==> src/lpb_regs.svh <==
// register offsets, field positions, reset values and timing counts
`ifndef LPB_REGS_SVH
`define LPB_REGS_SVH

`define LPB_ADDR_COMMON      8'h45
`define LPB_ADDR_DUTY_FIRST  8'h50
`define LPB_ADDR_DUTY_LAST   8'h53
`define LPB_ADDR_CFG_FIRST   8'h54
`define LPB_ADDR_CFG_LAST    8'h57

`define LPB_DUTY_RESET       8'h00
`define LPB_CFG_RESET        6'h00
`define LPB_DUTY_FULL        8'hFF

`define LPB_CFG_COMMON_BIT   5
`define LPB_CFG_PERIOD_HI    4
`define LPB_CFG_PERIOD_LO    2
`define LPB_CFG_ONTIME_HI    1
`define LPB_CFG_ONTIME_LO    0

`define LPB_CODE_OFF         3'h0
`define LPB_CODE_MAX         3'h5
`define LPB_BLINK_BASE_MS    13'h100
`define LPB_FADE_STEP_MS     9'h010
`define LPB_FADE_STEPS       5'h10

`define LPB_CLK_HZ           10000000
`define LPB_TICK_MS          1
`define LPB_TICK_CYCLES      ((`LPB_CLK_HZ / 1000) * `LPB_TICK_MS)

`endif

==> src/lpb_pkg.sv <==
// types shared by the led port intensity and blink block
package lpb_pkg;

  typedef enum logic [3:0] {
    FADE_OFF  = 4'b0001,
    FADE_UP   = 4'b0010,
    FADE_ON   = 4'b0100,
    FADE_DOWN = 4'b1000
  } lpb_fade_type;

  typedef struct packed {
    logic [3:0][7:0] duty;
    logic [3:0][5:0] cfg;
    logic [7:0]      common;
    logic [7:0]      pwmCnt;
    logic [15:0]     tickCnt;
    logic [11:0]     msCnt;
    logic [8:0]      stepCnt;
    logic [4:0]      level;
    lpb_fade_type    fade;
    logic [7:0]      rdData;
    logic            rdHit;
  } lpb_state_type;

  typedef struct packed {
    logic sinkOn;
  } lpb_chan_state_type;

endpackage : lpb_pkg

==> src/lpb_channel.sv <==
// one led port: duty compare gated by the blink window
`timescale 1ns/1ps
`include "lpb_regs.svh"

module lpb_channel
  import lpb_pkg::*;
(
  // clock and reset
  input  wire logic       core_clk,
  input  wire logic       srst,
  // shared timing
  input  wire logic [7:0] pwmCnt,
  input  wire logic [11:0] msCnt,
  input  wire logic       active,
  // port settings
  input  wire logic [7:0] duty,
  input  wire logic [2:0] blinkCode,
  input  wire logic [1:0] onCode,
  // sink control
  output logic            sinkOn
);

  lpb_chan_state_type s_q;
  lpb_chan_state_type s_d;

  logic [12:0] period;
  logic [12:0] onLen;
  logic [11:0] phase;
  logic        pwmOk;
  logic        blinkOk;

  always_comb
  begin
    s_d     = s_q;
    period  = `LPB_BLINK_BASE_MS << (blinkCode - 3'h1);
    onLen   = period >> (3'({1'b0, onCode}) + 3'h1);
    phase   = msCnt & (period[11:0] - 12'h001);
    pwmOk   = (duty == `LPB_DUTY_FULL) || (pwmCnt < duty);
    // undefined period codes treated as no blink
    if ((blinkCode == `LPB_CODE_OFF) || (blinkCode > `LPB_CODE_MAX))
    begin
      blinkOk = 1'b1;
    end
    else
    begin
      blinkOk = ({1'b0, phase} < onLen);
    end
    s_d.sinkOn = active && pwmOk && blinkOk;
  end

  always_ff @(posedge core_clk)
  begin
    if (srst)
    begin
      s_q <= '0;
    end
    else
    begin
      s_q <= s_d;
    end
  end

  assign sinkOn = s_q.sinkOn;

endmodule : lpb_channel

==> src/lpb_led_control.sv <==
// intensity, blink and fade control for four open-drain led ports
`timescale 1ns/1ps
`include "lpb_regs.svh"

module lpb_led_control
  import lpb_pkg::*;
#(
  parameter logic [15:0] TICK_CYCLES = 16'(`LPB_TICK_CYCLES)
)
(
  // clock and reset
  input  wire logic       core_clk,
  input  wire logic       srst,
  // register port from the serial front end
  input  wire logic [7:0] regAddr,
  input  wire logic [7:0] regWrData,
  input  wire logic       regWrEn,
  input  wire logic       regRdEn,
  output logic [7:0]      regRdData,
  output logic            regRdHit,
  // global controls owned by the device configuration unit
  input  wire logic       runEnable,
  input  wire logic [2:0] fadeCode,
  // open-drain sinks: led_port_a .. led_port_d on bits 0 .. 3
  output logic [3:0]      ledSinkOut,
  output logic [3:0]      ledSinkOe
);

  lpb_state_type s_q;
  lpb_state_type s_d;

  logic [12:0] fadeProd;
  logic [7:0]  fadedCommon;
  logic [8:0]  stepLimit;
  logic        msTick;
  logic        fadeUsed;
  logic        active;
  logic        wrOk;
  logic [3:0]  sinkOn;
  logic [3:0][7:0] portDuty;

  always_comb
  begin
    s_d = s_q;

    // shared timing base
    s_d.pwmCnt = s_q.pwmCnt + 8'h01;
    msTick     = (s_q.tickCnt == TICK_CYCLES - 16'h0001);
    if (msTick)
    begin
      s_d.tickCnt = 16'h0000;
      // 12 bits wrap at 4096 ms, a multiple of every blink period
      s_d.msCnt   = s_q.msCnt + 12'h001;
    end
    else
    begin
      s_d.tickCnt = s_q.tickCnt + 16'h0001;
    end

    // register writes are frozen while the block is shut down
    wrOk = regWrEn && runEnable;
    if (wrOk)
    begin
      if (regAddr == `LPB_ADDR_COMMON)
      begin
        s_d.common = regWrData;
      end
      for (int i = 0; i < 4; i++)
      begin
        if (regAddr == `LPB_ADDR_DUTY_FIRST + 8'(i))
        begin
          s_d.duty[i] = regWrData;
        end
        if (regAddr == `LPB_ADDR_CFG_FIRST + 8'(i))
        begin
          s_d.cfg[i] = regWrData[5:0];
        end
      end
    end

    // reads answer one cycle later, unmapped addresses read zero
    if (regRdEn)
    begin
      s_d.rdData = 8'h00;
      s_d.rdHit  = 1'b0;
      if (regAddr == `LPB_ADDR_COMMON)
      begin
        s_d.rdData = s_q.common;
        s_d.rdHit  = 1'b1;
      end
      for (int i = 0; i < 4; i++)
      begin
        if (regAddr == `LPB_ADDR_DUTY_FIRST + 8'(i))
        begin
          s_d.rdData = s_q.duty[i];
          s_d.rdHit  = 1'b1;
        end
        if (regAddr == `LPB_ADDR_CFG_FIRST + 8'(i))
        begin
          s_d.rdData = {2'b00, s_q.cfg[i]};
          s_d.rdHit  = 1'b1;
        end
      end
    end

    // fade sequencer; undefined fade codes behave as no fade
    fadeUsed  = (fadeCode != `LPB_CODE_OFF) && (fadeCode <= `LPB_CODE_MAX);
    stepLimit = `LPB_FADE_STEP_MS << (fadeCode - 3'h1);
    if (msTick)
    begin
      s_d.stepCnt = s_q.stepCnt + 9'h001;
    end

    case (s_q.fade)
      FADE_OFF:
      begin
        s_d.level   = 5'h00;
        s_d.stepCnt = 9'h000;
        if (runEnable && fadeUsed)
        begin
          s_d.fade = FADE_UP;
        end
        else if (runEnable)
        begin
          s_d.level = `LPB_FADE_STEPS;
          s_d.fade  = FADE_ON;
        end
      end
      FADE_UP:
      begin
        if (!runEnable)
        begin
          s_d.fade = fadeUsed ? FADE_DOWN : FADE_OFF;
          s_d.stepCnt = 9'h000;
        end
        else if (!fadeUsed)
        begin
          s_d.level = `LPB_FADE_STEPS;
          s_d.fade  = FADE_ON;
        end
        else if (msTick && (s_q.stepCnt >= stepLimit - 9'h001))
        begin
          // one of 16 equal steps toward the shared duty
          s_d.stepCnt = 9'h000;
          s_d.level   = s_q.level + 5'h01;
          if (s_q.level == `LPB_FADE_STEPS - 5'h01)
          begin
            s_d.fade = FADE_ON;
          end
        end
      end
      FADE_ON:
      begin
        s_d.stepCnt = 9'h000;
        s_d.level   = `LPB_FADE_STEPS;
        if (!runEnable)
        begin
          s_d.fade = fadeUsed ? FADE_DOWN : FADE_OFF;
        end
      end
      FADE_DOWN:
      begin
        if (runEnable)
        begin
          s_d.fade    = FADE_UP;
          s_d.stepCnt = 9'h000;
        end
        else if (!fadeUsed)
        begin
          s_d.fade = FADE_OFF;
        end
        else if (msTick && (s_q.stepCnt >= stepLimit - 9'h001))
        begin
          s_d.stepCnt = 9'h000;
          s_d.level   = s_q.level - 5'h01;
          if (s_q.level == 5'h01)
          begin
            s_d.fade = FADE_OFF;
          end
        end
      end
      default:
      begin
        s_d.fade  = FADE_OFF;
        s_d.level = 5'h00;
      end
    endcase
  end

  // shared duty scaled by fade level; level 16 returns it unchanged
  assign fadeProd    = {5'h00, s_q.common} * {8'h00, s_q.level};
  assign fadedCommon = fadeProd[11:4];

  // sinks stay alive during a fade-out, then shut down
  assign active = runEnable || (s_q.fade == FADE_DOWN);

  always_ff @(posedge core_clk)
  begin
    if (srst)
    begin
      s_q      <= '0;
      s_q.fade <= FADE_OFF;
    end
    else
    begin
      s_q <= s_d;
    end
  end

  genvar g;
  generate
    for (g = 0; g < 4; g++)
    begin : gen_port
      assign portDuty[g] = s_q.cfg[g][`LPB_CFG_COMMON_BIT] ?
                           fadedCommon : s_q.duty[g];
      lpb_channel u_chan (
        .core_clk  (core_clk),
        .srst      (srst),
        .pwmCnt    (s_q.pwmCnt),
        .msCnt     (s_q.msCnt),
        .active    (active),
        .duty      (portDuty[g]),
        .blinkCode (s_q.cfg[g][`LPB_CFG_PERIOD_HI:`LPB_CFG_PERIOD_LO]),
        .onCode    (s_q.cfg[g][`LPB_CFG_ONTIME_HI:`LPB_CFG_ONTIME_LO]),
        .sinkOn    (sinkOn[g])
      );
    end
  endgenerate

  // an open-drain sink only ever pulls low
  assign ledSinkOut = 4'h0;
  assign ledSinkOe  = sinkOn;
  assign regRdData  = s_q.rdData;
  assign regRdHit   = s_q.rdHit;

endmodule : lpb_led_control

==> config.mk <==
export PLATFORM = sky130hd
export DESIGN_NAME = lpb_led_control
export DESIGN_NICKNAME = d
export VERILOG_FILES = /design/src/lpb_pkg.sv /design/src/lpb_channel.sv /design/src/lpb_led_control.sv
export VERILOG_INCLUDE_DIRS = /design/src
export SDC_FILE = /design/constraint.sdc
export NUM_CORES = 1
export LEC_CHECK = 0
export ABC_AREA = 1
export BUFFER_PORTS_ARGS = -buffer_cell sky130_fd_sc_hd__buf_2
export CORE_UTILIZATION = 50
export CTS_CLUSTER_SIZE = 30
export DETAILED_ROUTE_END_ITERATION = 8
export GPL_TIMING_DRIVEN = 0
export PLACE_DENSITY = 0.73
export SYNTH_ARGS = -nofsm -noshare
export SYNTH_HDL_FRONTEND = slang
export SYNTH_SLANG_ARGS = --single-unit
==> constraint.sdc <==
create_clock -name core_clk -period 13.11 [get_ports core_clk]
set_clock_uncertainty 0.15 [all_clocks]
set_input_delay 1.9665 -clock core_clk [delete_from_list [all_inputs] [get_ports core_clk]]
set_output_delay 1.9665 -clock core_clk [all_outputs]
set_load 0.005 [all_outputs]
## Word level (Yosys, flattened, before mapping)

Cells that the tools add are included.

- Register bits: 131
- Output and inout port bits: 17
- Logic and storage cells: 178

- Add/subtract/negate cells: 20
- Multiply operators: 1
- Order comparisons: 14
- Equal/unequal tests: 31
- Shifts and indexed selects: 9
- Muxes and demuxes: 39
- Bitwise gates (word level): 4
- Reductions and logical operators: 39

Operators with widths:

| kind | number |
|---|---|
| 9-bit two-way mux | 15 |
| 8-bit by 7-bit equality test with 1-bit output, second input constant | 9 |
| 12-bit by 13-bit < comparator with 1-bit output | 4 |
| 9-bit by 3-bit left shift with 13-bit output, first input constant | 4 |
| 13-bit by 3-bit right shift with 13-bit output | 4 |
| 12-bit bitwise AND | 4 |
| 12-bit by 1-bit subtractor with 12-bit output, second input constant | 4 |
| 18-bit two-way mux | 2 |
| 9-bit case mux with 4 select lines | 1 |
| 8-bit equality test, second input constant | 4 |
| 8-bit < comparator | 4 |
| 4-bit two-way mux | 8 |
| 8-bit two-way mux | 4 |
| 9-bit case mux with 3 select lines | 1 |
| 2-bit AND reduction | 9 |
| 16-bit by 1-bit adder with 16-bit output, second input constant | 1 |
| 16-bit by 14-bit equality test with 1-bit output, second input constant | 1 |
| 4-bit inequality test, second input constant | 4 |
| 5-bit two-way mux | 3 |
| 3-bit by 1-bit subtractor with 3-bit output, second input constant | 5 |
| 14-bit two-way mux | 1 |
| 12-bit by 1-bit adder with 12-bit output, second input constant | 1 |
| 2-bit by 1-bit adder with 3-bit output, second input constant | 4 |
| 3-bit greater-than comparator, second input constant | 4 |
| 25 further kinds | 56 |

## Longest topological paths before layout

Gate-level depths: netlist of the first run.

- Depth after elaboration: 10
- Depth in mapped cells: 27
- Mapped depth without buffers: 26

## Hierarchy

Synthesis of the first run repeated with hierarchy kept, for this count alone.

- Cell total of the unflattened synthesis: 1678
- Area, all modules: 10630.2 um^2

Modules (own cells, without submodules):

| module | instances | cells each | area each (um^2) | seq. area each (um^2) |
|---|---|---|---|---|
| lpb_led_control | 1 | 1194 | 7952.6 | 2542.4 |
| lpb_channel | 4 | 121 | 669.4 | 20.0 |

## Worst setup path after synthesis of the first run

OpenSTA, ideal clock, no wires.

- Path kind: reg-to-reg
- Start: register s_q[15] (netlist name)
- End: register gen_port[0].u_chan.s_q
- Library setup time: 70 ps
- Data arrival time: 4107 ps
- Required time: 12890 ps
- Setup slack: 8783 ps
- Stages on the path, launching flop included: 24
- Path buffers: 1
- Clock period less this slack: 4327 ps
- Cells stage by stage: dfxtp_1 -> clkbuf_1 -> nand2_1 -> fa_1 -> fa_1 -> inv_1 -> fa_1 -> ha_1 -> nand2_1 -> nand2_1 -> inv_1 -> nor2_1 -> o21ai_0 -> nand3_1 -> nand2_1 -> nand3_1 -> nand2_1 -> inv_1 -> ha_1 -> nand2_1 -> nor2_1 -> a211oi_1 -> nand2_1 -> a21oi_1

- Word-level cells in the longest chain between the ends: 6
- Elaborated cells between the ends (all ways): 7
- Classes of those cells: 1 x mul; 1 x order compare; 1 x eq/ne; 1 x mux; 3 x reduce/logical

Ends and longest elaborated chain:

| what | line | source |
|---|---|---|
| from (decl) | lpb_led_control.sv:29 | `lpb_state_type s_q;` |
| 8-bit by 5-bit multiplier with 12-bit output (*) | lpb_led_control.sv:191 | `assign fadeProd = {5'h00, s_q.common} * {8'h00, s_q.level};` |
| 8-bit two-way mux (*) | lpb_led_control.sv:214 | `` assign portDuty[g] = s_q.cfg[g][`LPB_CFG_COMMON_BIT] ? `` |
| 8-bit < comparator / 8-bit equality test (equally long branches) | n/a |  |
| 1-bit logical OR (*) | lpb_channel.sv:38 | `` pwmOk = (duty == `LPB_DUTY_FULL) \|\| (pwmCnt < duty); `` |
| 1-bit logical AND (*) (2 in series) | lpb_channel.sv:48 | `s_d.sinkOn = active && pwmOk && blinkOk;` |
| to (signal assigned) | lpb_channel.sv:55 | `s_q <= '0;` |
| to (signal assigned) | lpb_channel.sv:59 | `s_q <= s_d;` |
| to (decl) | lpb_channel.sv:23 | `lpb_chan_state_type s_q;` |

Mark *: on every way between the ends. The rest lies on a longest branch, timed or not.
A chain may end at the register's enable or synchronous reset.

## Worst setup path in the final report of the first run

Same ends and word-level chain as after synthesis.

==> flow_metrics.py, run 1 <==
metrics = {
    "drt": {
        "drtIter0Drc": 865,
        "ant_nets": 0,
        "top_layer": "met5",
        "wl_met3_um": 1500,
        "routed-via-count": 10200,
        "viasPerCell": 5.30,
        "wl_um": 27300,
        "routedWlPerCell_um": 14.2,
        "wl_met1_um": 12800,
        "route.detailed.drc": 0,
        "route.met2.wl_um": 12500,
        "first_pass_iters": 7,
    },
    "final_layout": {
        "nNetsFinal": 1780,
        "area_growth_syn_to_layout_pct": 10.7,
        "post-route-util_pct": 56.5,
        "fin_area_sq_mm": 0.0115,
        "nFillCells": 2000,
        "drive_gt1_share_pct": 8.31,
        "antenna_cells": 0,
    },
    "die": {
        "dieArea_sq_mm": 0.0213,
        "initial_core_util_pct": 51.0,
        "coreArea_sq_mm": 0.0203,
        "num_rows": 52,
        "die_w_um": 146,
        "io_pins": 41,
        "die_h_um": 146,
    },
    "pwr": {
        "p_total_uw": 974,
        "power.share.switching_pct": 28.2,
        "p_leak_uw": 0.00510,
        "power_frac_clock_pct": 49.9,
        "power_density_mw_per_mm2": 85.0,
        "irDropWorstVdd_mv": 0.0955,
        "seqPwrFrac_pct": 41.8,
        "comb_power_share_pct": 8.3,
        "p_sw_uw": 275,
        "p_int_uw": 699,
    },
    "job": {
        "maxCapViolations": 0,
    },
    "critical_path": {
        "r2r_setup_slack_ns": 8.14,
        "worst_ep_required_time_ns": 13.31,
        "worstPathArrival_ns": 5.17,
        "worst_path_largest_cell_delay_ns": 0.54,
        "worstReg2RegStart": "s_q[15]$_SDFFE_PP0P_",
        "worstSetupStartpointType": "flip-flop",
        "crit_path_end_kind": "flip-flop",
        "r2r_end": "gen_port[0].u_chan.sinkOn$_SDFF_PP0_",
        "cp_top_family": "adder cells",
        "path_class": "flip-flop to flip-flop",
        "worstPathMaxFanout": 10,
        "worstRegToRegCells": 23,
        "cp_common_cell": "nand2_1",
        "cp_slowest_cell": "fa_1",
        "crit_chain": "clkbuf_1 -> nand2_1 -> fa_1 -> fa_1 -> inv_1 -> fa_1 -> ha_1 -> nand2_1 -> nand2_1 -> inv_1 -> nor2_1 -> o21ai_0 -> nand3_1 -> nand2_1 -> nand3_1 -> nand2_1 -> inv_1 -> ha_1 -> nand2_1 -> nor2_1 -> a211oi_1 -> nand2_1 -> a21oi_1",
        "crit_buf_inv": 4,
    },
    "place": {
        "dp_hpwl_um": 21200,
        "globalplace.congestion": 0.930,
        "dpl_cell_area_sq_mm": 0.0109,
        "port_buffers": 34,
    },
    "grt": {
        "track_usage_pct": 26.3,
        "grt_pass1_wl_um": 45300,
        "grt_pass1_vias": 9383,
        "grt_max_degree": 17,
        "grt.overflow.total": 0,
        "antenna_found_initial": 1,
    },
    "min_path": {
        "hold_start": "s_q[39]$_SDFF_PP0_",
        "hold_class": "flip-flop to flip-flop",
        "holdPathStages": 1,
        "hold_end": "s_q[39]$_SDFF_PP0_",
    },
    "timing": {
        "whs_ns": 0.296,
        "tightest_slew_ns": 0.797,
        "finalSetupViolCount": 0,
        "slew_viol_final": 0,
        "clock.fmax_mhz": 201,
        "finalHoldViolCount": 0,
        "fin_tns_setup_ns": 0,
        "post-route-min-period_ns": 4.97,
        "slew_headroom_pct": 46.8,
        "fin_crit_sh_pct": 37.9,
        "grt_setup_unrepaired": "false",
    },
    "yosys": {
        "post_synth_num_cell_types": 50,
        "syn_area_per_cell_sq_um": 6.56,
        "postSynthCellCount": 1580,
        "synth-main-ff-cell": "dfxtp_1",
        "ys_seq_elements": 131,
        "synthTopCellsByArea": "dfxtp_1 25%, nand2_1 13%, ha_1 13%, inv_1 8.1%, a21oi_1 7.4%",
        "synth_top_area_share_pct": 25.3,
        "synth_edf_count": 0,
        "syn-cell-area_sq_mm": 0.0104,
        "synth.most_common_cell": "nand2_1",
        "async_reset_ff_share_pct": 0,
        "synth-seq-area-share_pct": 25.3,
        "synth_common_cells": "351 x nand2_1, 223 x inv_1, 154 x a21oi_1, 134 x o21ai_0, 131 x dfxtp_1",
        "yosysTopAreaCell": "dfxtp_1",
        "yosysWarnings": 0,
    },
    "clocking": {
        "cts-resized-gates": 0,
        "postCtsHoldBufs": 0,
        "htree_num_levels": 4,
        "post-cts-setup-buffers": 0,
        "clock_path_buffers": 2,
        "cts_tree": "done",
        "cts_root_buf": "clkbuf_16",
        "clock-sinks": 131,
        "numCtsBuffers": 17,
        "clk_pin_slew_ns": 0.07,
        "clkLatencyLatePin_ns": 0.44,
    },
    "status": {
        "outcome": "finished clean",
    },
}
-- layout by cell type (no fill, tap or decap), types with 6 or more instances in the layout --
| master | Yosys | final |
|---|---|---|
| o21ai_1 | 6 | 6 |
| inv_6 | 0 | 7 |
| clkbuf_1 | 26 | 26 |
| or2_2 | 12 | 12 |
| o21ai_0 | 134 | 134 |
| o211ai_1 | 8 | 8 |
| and3_1 | 6 | 6 |
| fa_1 | 16 | 16 |
| nand3_1 | 112 | 112 |
| dfxtp_1 | 131 | 131 |
| buf_2 | 11 | 45 |
| ha_1 | 104 | 104 |
| clkbuf_16 | 0 | 17 |
| nor3_1 | 25 | 25 |
| nor2_1 | 127 | 127 |
| xor2_1 | 15 | 15 |
| nand4_1 | 18 | 18 |
| a21oi_1 | 154 | 154 |
| o22ai_1 | 10 | 10 |
| buf_4 | 16 | 16 |
| inv_2 | 7 | 7 |
| inv_1 | 223 | 223 |
| nand2_1 | 351 | 351 |
-- power groups by stage --
stage	registers (uW)	clock network, uW	logic (uW)
CTS	407	490	80.0
finish	407	486	80.8
global route	408	505	91.1
floorplan	415	0	54.5
global placement	416	0	77.7
detailed placement	416	0	79.1
-- stage by stage --
step	worst slack, ns	std cells
final	8.14	1919
after global routing	7.74	1919
after CTS	8.17	1919
after detailed placement	8.28	1887
after global placement	8.33	1887
after floorplan	8.78	1583
-- registers in the layout, summed over array words and instances (netlist names) --
signal	count
gen_port.u_chan.sinkOn	4
regRdData	8
regRdHit	1
s_q	118
-- worst max path at each step --
stage	from	to	slack, ns	cells past startpoint
2_1_floorplan	s_q[15]$_SDFFE_PP0P_	gen_port[0].u_chan.sinkOn$_SDFF_PP0_	8.78	23
3_3_place_gp	s_q[17]$_SDFFE_PP0P_	gen_port[0].u_chan.sinkOn$_SDFF_PP0_	8.33	23
3_5_place_dp	s_q[17]$_SDFFE_PP0P_	gen_port[0].u_chan.sinkOn$_SDFF_PP0_	8.28	23
4_1_cts	s_q[17]$_SDFFE_PP0P_	gen_port[0].u_chan.sinkOn$_SDFF_PP0_	8.17	23
5_1_grt	s_q[16]$_SDFFE_PP0P_	gen_port[0].u_chan.sinkOn$_SDFF_PP0_	7.74	23
6_report	s_q[15]$_SDFFE_PP0P_	gen_port[0].u_chan.sinkOn$_SDFF_PP0_	8.14	23
-- layer usage --
layer	vias up	GRT usage [%]
li1	5292	-
met1	4553	34.8
met2	274	43.8
met3	48	4.39
met4	2	8.37
met5	-	0
-- cell families (layout without fill, tap and decap cells) --
family,Yosys count,after routing,share of synthesized area (%)
compound gates,338,338,17.5
flops,131,131,25.3
other cells,1,4,0.0362
xor+xnor,17,17,1.44
simple gates,681,681,28.7
buf+inv,292,358,11.4
fa+ha+maj,120,120,15.7
-- cell type report --
type	instances	area [sq um]	area share (%)
Tap cell	270	338	2.95
Timing Repair Buffer	34	170	1.48
Clock buffer	17	425	3.71
Buffer	55	280	2.44
Inverter	237	896	7.81
Sequential cell	131	2620	22.9
Multi-Input combinational cell	1160	6570	57.3
Clock inverter	15	159	1.39
No activity file was read; power rests on OpenSTA's default activity.
==> run 2, diff against run 1 <==
--- a/config.mk
+++ b/config.mk
@@ -6,13 +6,13 @@
 export SDC_FILE = /design/constraint.sdc
 export NUM_CORES = 1
 export LEC_CHECK = 0
-export ABC_AREA = 1
+export ABC_AREA = 0
 export BUFFER_PORTS_ARGS = -buffer_cell sky130_fd_sc_hd__buf_2
 export CORE_UTILIZATION = 50
 export CTS_CLUSTER_SIZE = 30
 export DETAILED_ROUTE_END_ITERATION = 8
 export GPL_TIMING_DRIVEN = 0
-export PLACE_DENSITY = 0.73
+export PLACE_DENSITY = 0.75
 export SYNTH_ARGS = -nofsm -noshare
 export SYNTH_HDL_FRONTEND = slang
 export SYNTH_SLANG_ARGS = --single-unit
==> constraint.sdc (replaced) <==
create_clock -name core_clk -period 4.5 [get_ports core_clk]
set_clock_uncertainty 0.15 [all_clocks]
set_input_delay 0.675 -clock core_clk [delete_from_list [all_inputs] [get_ports core_clk]]
set_output_delay 0.675 -clock core_clk [all_outputs]
set_load 0.005 [all_outputs]
==> run 2 against run 1 <==
The run now ends with negative setup slack left. Setup slack got worse by 8.8 ns. Synthesized area up 6.3%. Sequential cell count unchanged. Cell count shrank 9.3%. Register-to-register slack worse by 8.8 ns. Via count up 1.1%. Maximum frequency is 4.0% lower. Non-clock buffer count is 54 higher. Sequential share of layout area down 1.6 points. Clock power increased to 2.9 times the previous value. Die area up 6.2%.
==> flow_metrics.py, run 2 <==
metrics = {
    "grt": {
        "grt_pass1_vias": 9634,
        "grt_pass1_wl_um": 49600,
        "grt.overflow.total": 0,
        "grt_max_degree": 17,
        "track_usage_pct": 28.2,
        "antenna_found_initial": 2,
    },
    "timing": {
        "grt_setup_unrepaired": "true",
        "whs_ns": 0.296,
        "tightest_slew_ns": 0.788,
        "post-route-min-period_ns": 5.17,
        "slew_headroom_pct": 47.4,
        "finalHoldViolCount": 0,
        "slew_viol_final": 0,
        "clock.fmax_mhz": 193,
        "fin_crit_sh_pct": 115,
        "setup_ws_ns": -0.674,
        "fin_tns_setup_ns": -1.90,
        "finalSetupViolCount": 4,
    },
    "drt": {
        "wl_um": 31100,
        "route.met2.wl_um": 14300,
        "ant_nets": 0,
        "first_pass_iters": 6,
        "wl_met1_um": 13800,
        "viasPerCell": 5.91,
        "drtIter0Drc": 716,
        "top_layer": "met4",
        "wl_met3_um": 1930,
        "routedWlPerCell_um": 17.9,
        "routed-via-count": 10300,
        "route.detailed.drc": 0,
    },
    "final_layout": {
        "fin_area_sq_mm": 0.0125,
        "nNetsFinal": 1594,
        "post-route-util_pct": 58.6,
        "area_growth_syn_to_layout_pct": 13.4,
        "final_cell_mix": "178 x nor2_1, 132 x nand2_1, 120 x dfxtp_1",
        "layout_commonest_cell": "nor2_1",
        "largest_reg_flops": 118,
        "drive_gt1_share_pct": 13.3,
        "nFillCells": 1913,
        "top_register": "s_q",
    },
    "die": {
        "io_pins": 41,
        "die_h_um": 150,
        "dieArea_sq_mm": 0.0226,
        "die_w_um": 150,
        "num_rows": 53,
        "initial_core_util_pct": 51.7,
        "coreArea_sq_mm": 0.0213,
    },
    "critical_path": {
        "worst_ep_required_time_ns": 4.68,
        "r2r_setup_slack_ns": -0.67,
        "r2r_end": "gen_port[3].u_chan.sinkOn$_SDFF_PP0_",
        "worstRegToRegCells": 19,
        "worstReg2RegStart": "s_q[15]$_SDFFE_PP0P_",
        "worstPathArrival_ns": 5.36,
        "cp-startpoint": "s_q[15]$_SDFFE_PP0P_",
        "worstSetupStartpointType": "flip-flop",
        "crit_path_end_kind": "flip-flop",
        "cp-endpoint": "gen_port[3].u_chan.sinkOn$_SDFF_PP0_",
        "path_class": "flip-flop to flip-flop",
        "worstPathMaxFanout": 6,
    },
    "yosys": {
        "async_reset_ff_share_pct": 0,
        "synth-main-ff-cell": "dfxtp_1",
        "synthTopCellsByArea": "dfxtp_1 24%, ha_1 12%, mux2i_1 7.5%, nor2_1 6.1%, nand2_1 4.7%",
        "ys_seq_elements": 131,
        "synth-seq-area-share_pct": 23.8,
        "post_synth_num_cell_types": 89,
        "yosysTopAreaCell": "dfxtp_1",
        "syn_area_per_cell_sq_um": 7.95,
        "syn-cell-area_sq_mm": 0.0110,
        "synth_top_area_share_pct": 23.8,
        "synth.most_common_cell": "nor2_1",
        "synth_edf_count": 0,
        "yosysWarnings": 0,
        "synth_common_cells": "178 x nor2_1, 138 x nand2_1, 131 x dfxtp_1, 104 x ha_1, 83 x mux2i_1",
        "postSynthCellCount": 1384,
    },
    "clocking": {
        "clk_pin_slew_ns": 0.06,
        "cts_root_buf": "clkbuf_16",
        "clock_path_buffers": 2,
        "postCtsHoldBufs": 0,
        "clkLatencyLatePin_ns": 0.42,
        "htree_num_levels": 4,
        "clock-sinks": 131,
        "cts_tree": "done",
        "numCtsBuffers": 17,
    },
    "pwr": {
        "p_leak_uw": 0.00504,
        "irDropWorstVdd_mv": 0.235,
        "power_density_mw_per_mm2": 228,
    },
    "status": {
        "outcome": "finished, violations left",
        "violations": "negative setup slack",
    },
    "min_path": {
        "hold_class": "flip-flop to flip-flop",
    },
    "place": {
        "port_buffers": 25,
        "globalplace.congestion": 0.949,
        "dpl_cell_area_sq_mm": 0.0116,
        "dp_hpwl_um": 23400,
        "preCtsSetupSlack_ns": -1.28,
    },
    "job": {
        "maxCapViolations": 0,
    },
}
-- run 2: routing by layer --
layer / up-vias / track usage (%)
met5: - / 0
met4: 0 / 11.3
met3: 76 / 4.36
met2: 349 / 46.5
met1: 4840 / 36.6
li1: 5018 / -
-- run 2: kinds of logic (layout without fill, tap and decap cells) --
logic type      count (synthesis)  after routing  share of synthesized area, %
other cells                     1              6                        0.0341
buf+inv                       156            232                          6.15
flops                         131            131                          23.8
xor+xnor                       55             55                          4.55
mux                            89             89                          8.16
fa+ha+maj                     120            120                          14.7
compound gates                267            267                          16.8
simple gates                  565            565                          25.7
-- run 2: timing repair --
action | 4_1_cts | 5_1_grt
setup endpoints to repair | 4 | 4
pin swaps | 20 | 13
setup buffers | 17 | 9
gates resized for setup | 26 | 26
-- run 2: worst min-delay path by stage --
stage	from	end	slack, ns	cells past startpoint
2_1_floorplan	s_q[39]$_SDFF_PP0_	s_q[39]$_SDFF_PP0_	0.26	1
3_3_place_gp	s_q[39]$_SDFF_PP0_	s_q[39]$_SDFF_PP0_	0.27	1
3_5_place_dp	s_q[39]$_SDFF_PP0_	s_q[39]$_SDFF_PP0_	0.29	1
4_1_cts	s_q[39]$_SDFF_PP0_	s_q[39]$_SDFF_PP0_	0.30	1
5_1_grt	s_q[39]$_SDFF_PP0_	s_q[39]$_SDFF_PP0_	0.33	1
6_report	s_q[39]$_SDFF_PP0_	s_q[39]$_SDFF_PP0_	0.30	1
-- run 2: layout make-up --
class / count / area [sq um] / area share [%]
sequential: 131 / 2650 / 21.2
clock buffer: 17 / 425 / 3.41
timing repair buffer: 50 / 320 / 2.57
tap: 275 / 344 / 2.76
multi-input combinational: 1100 / 7910 / 63.4
inverter: 57 / 214 / 1.71
clock inverter: 15 / 174 / 1.39
buffer: 93 / 437 / 3.50
antenna: 2 / 5.00 / 0.0401
-- run 2: worst max-delay path, cell delays in order, from the launching register on --
cell and delay [ns]:
dfxtp_4 0.38, buf_6 0.12, nand2_1 0.07, fa_1 0.48
inv_1 0.05, fa_1 0.49, fa_1 0.41, ha_2 0.23
or3_4 0.42, a21oi_4 0.17, a311oi_4 0.08, or3_4 0.41
and2_4 0.18, mux2i_4 0.19, ha_4 0.23, nor2b_1 0.12
o21ai_1 0.11, or4bb_1 0.39, or3_1 0.33, o31ai_2 0.07
-- run 2: per-stage QoR --
stage               std cells  power (uW)
detailed placement       1687        1450
floorplan                1387        1380
global placement         1687        1450
CTS                      1734        2860
global route             1739        2930
finish                   1740        2850
-- run 2: power breakdown --
part	switching (uW)	total [uW]	internal (uW)
sequential	12.8	1180	1170
clock	587	1420	833
combinational	158	247	88.8
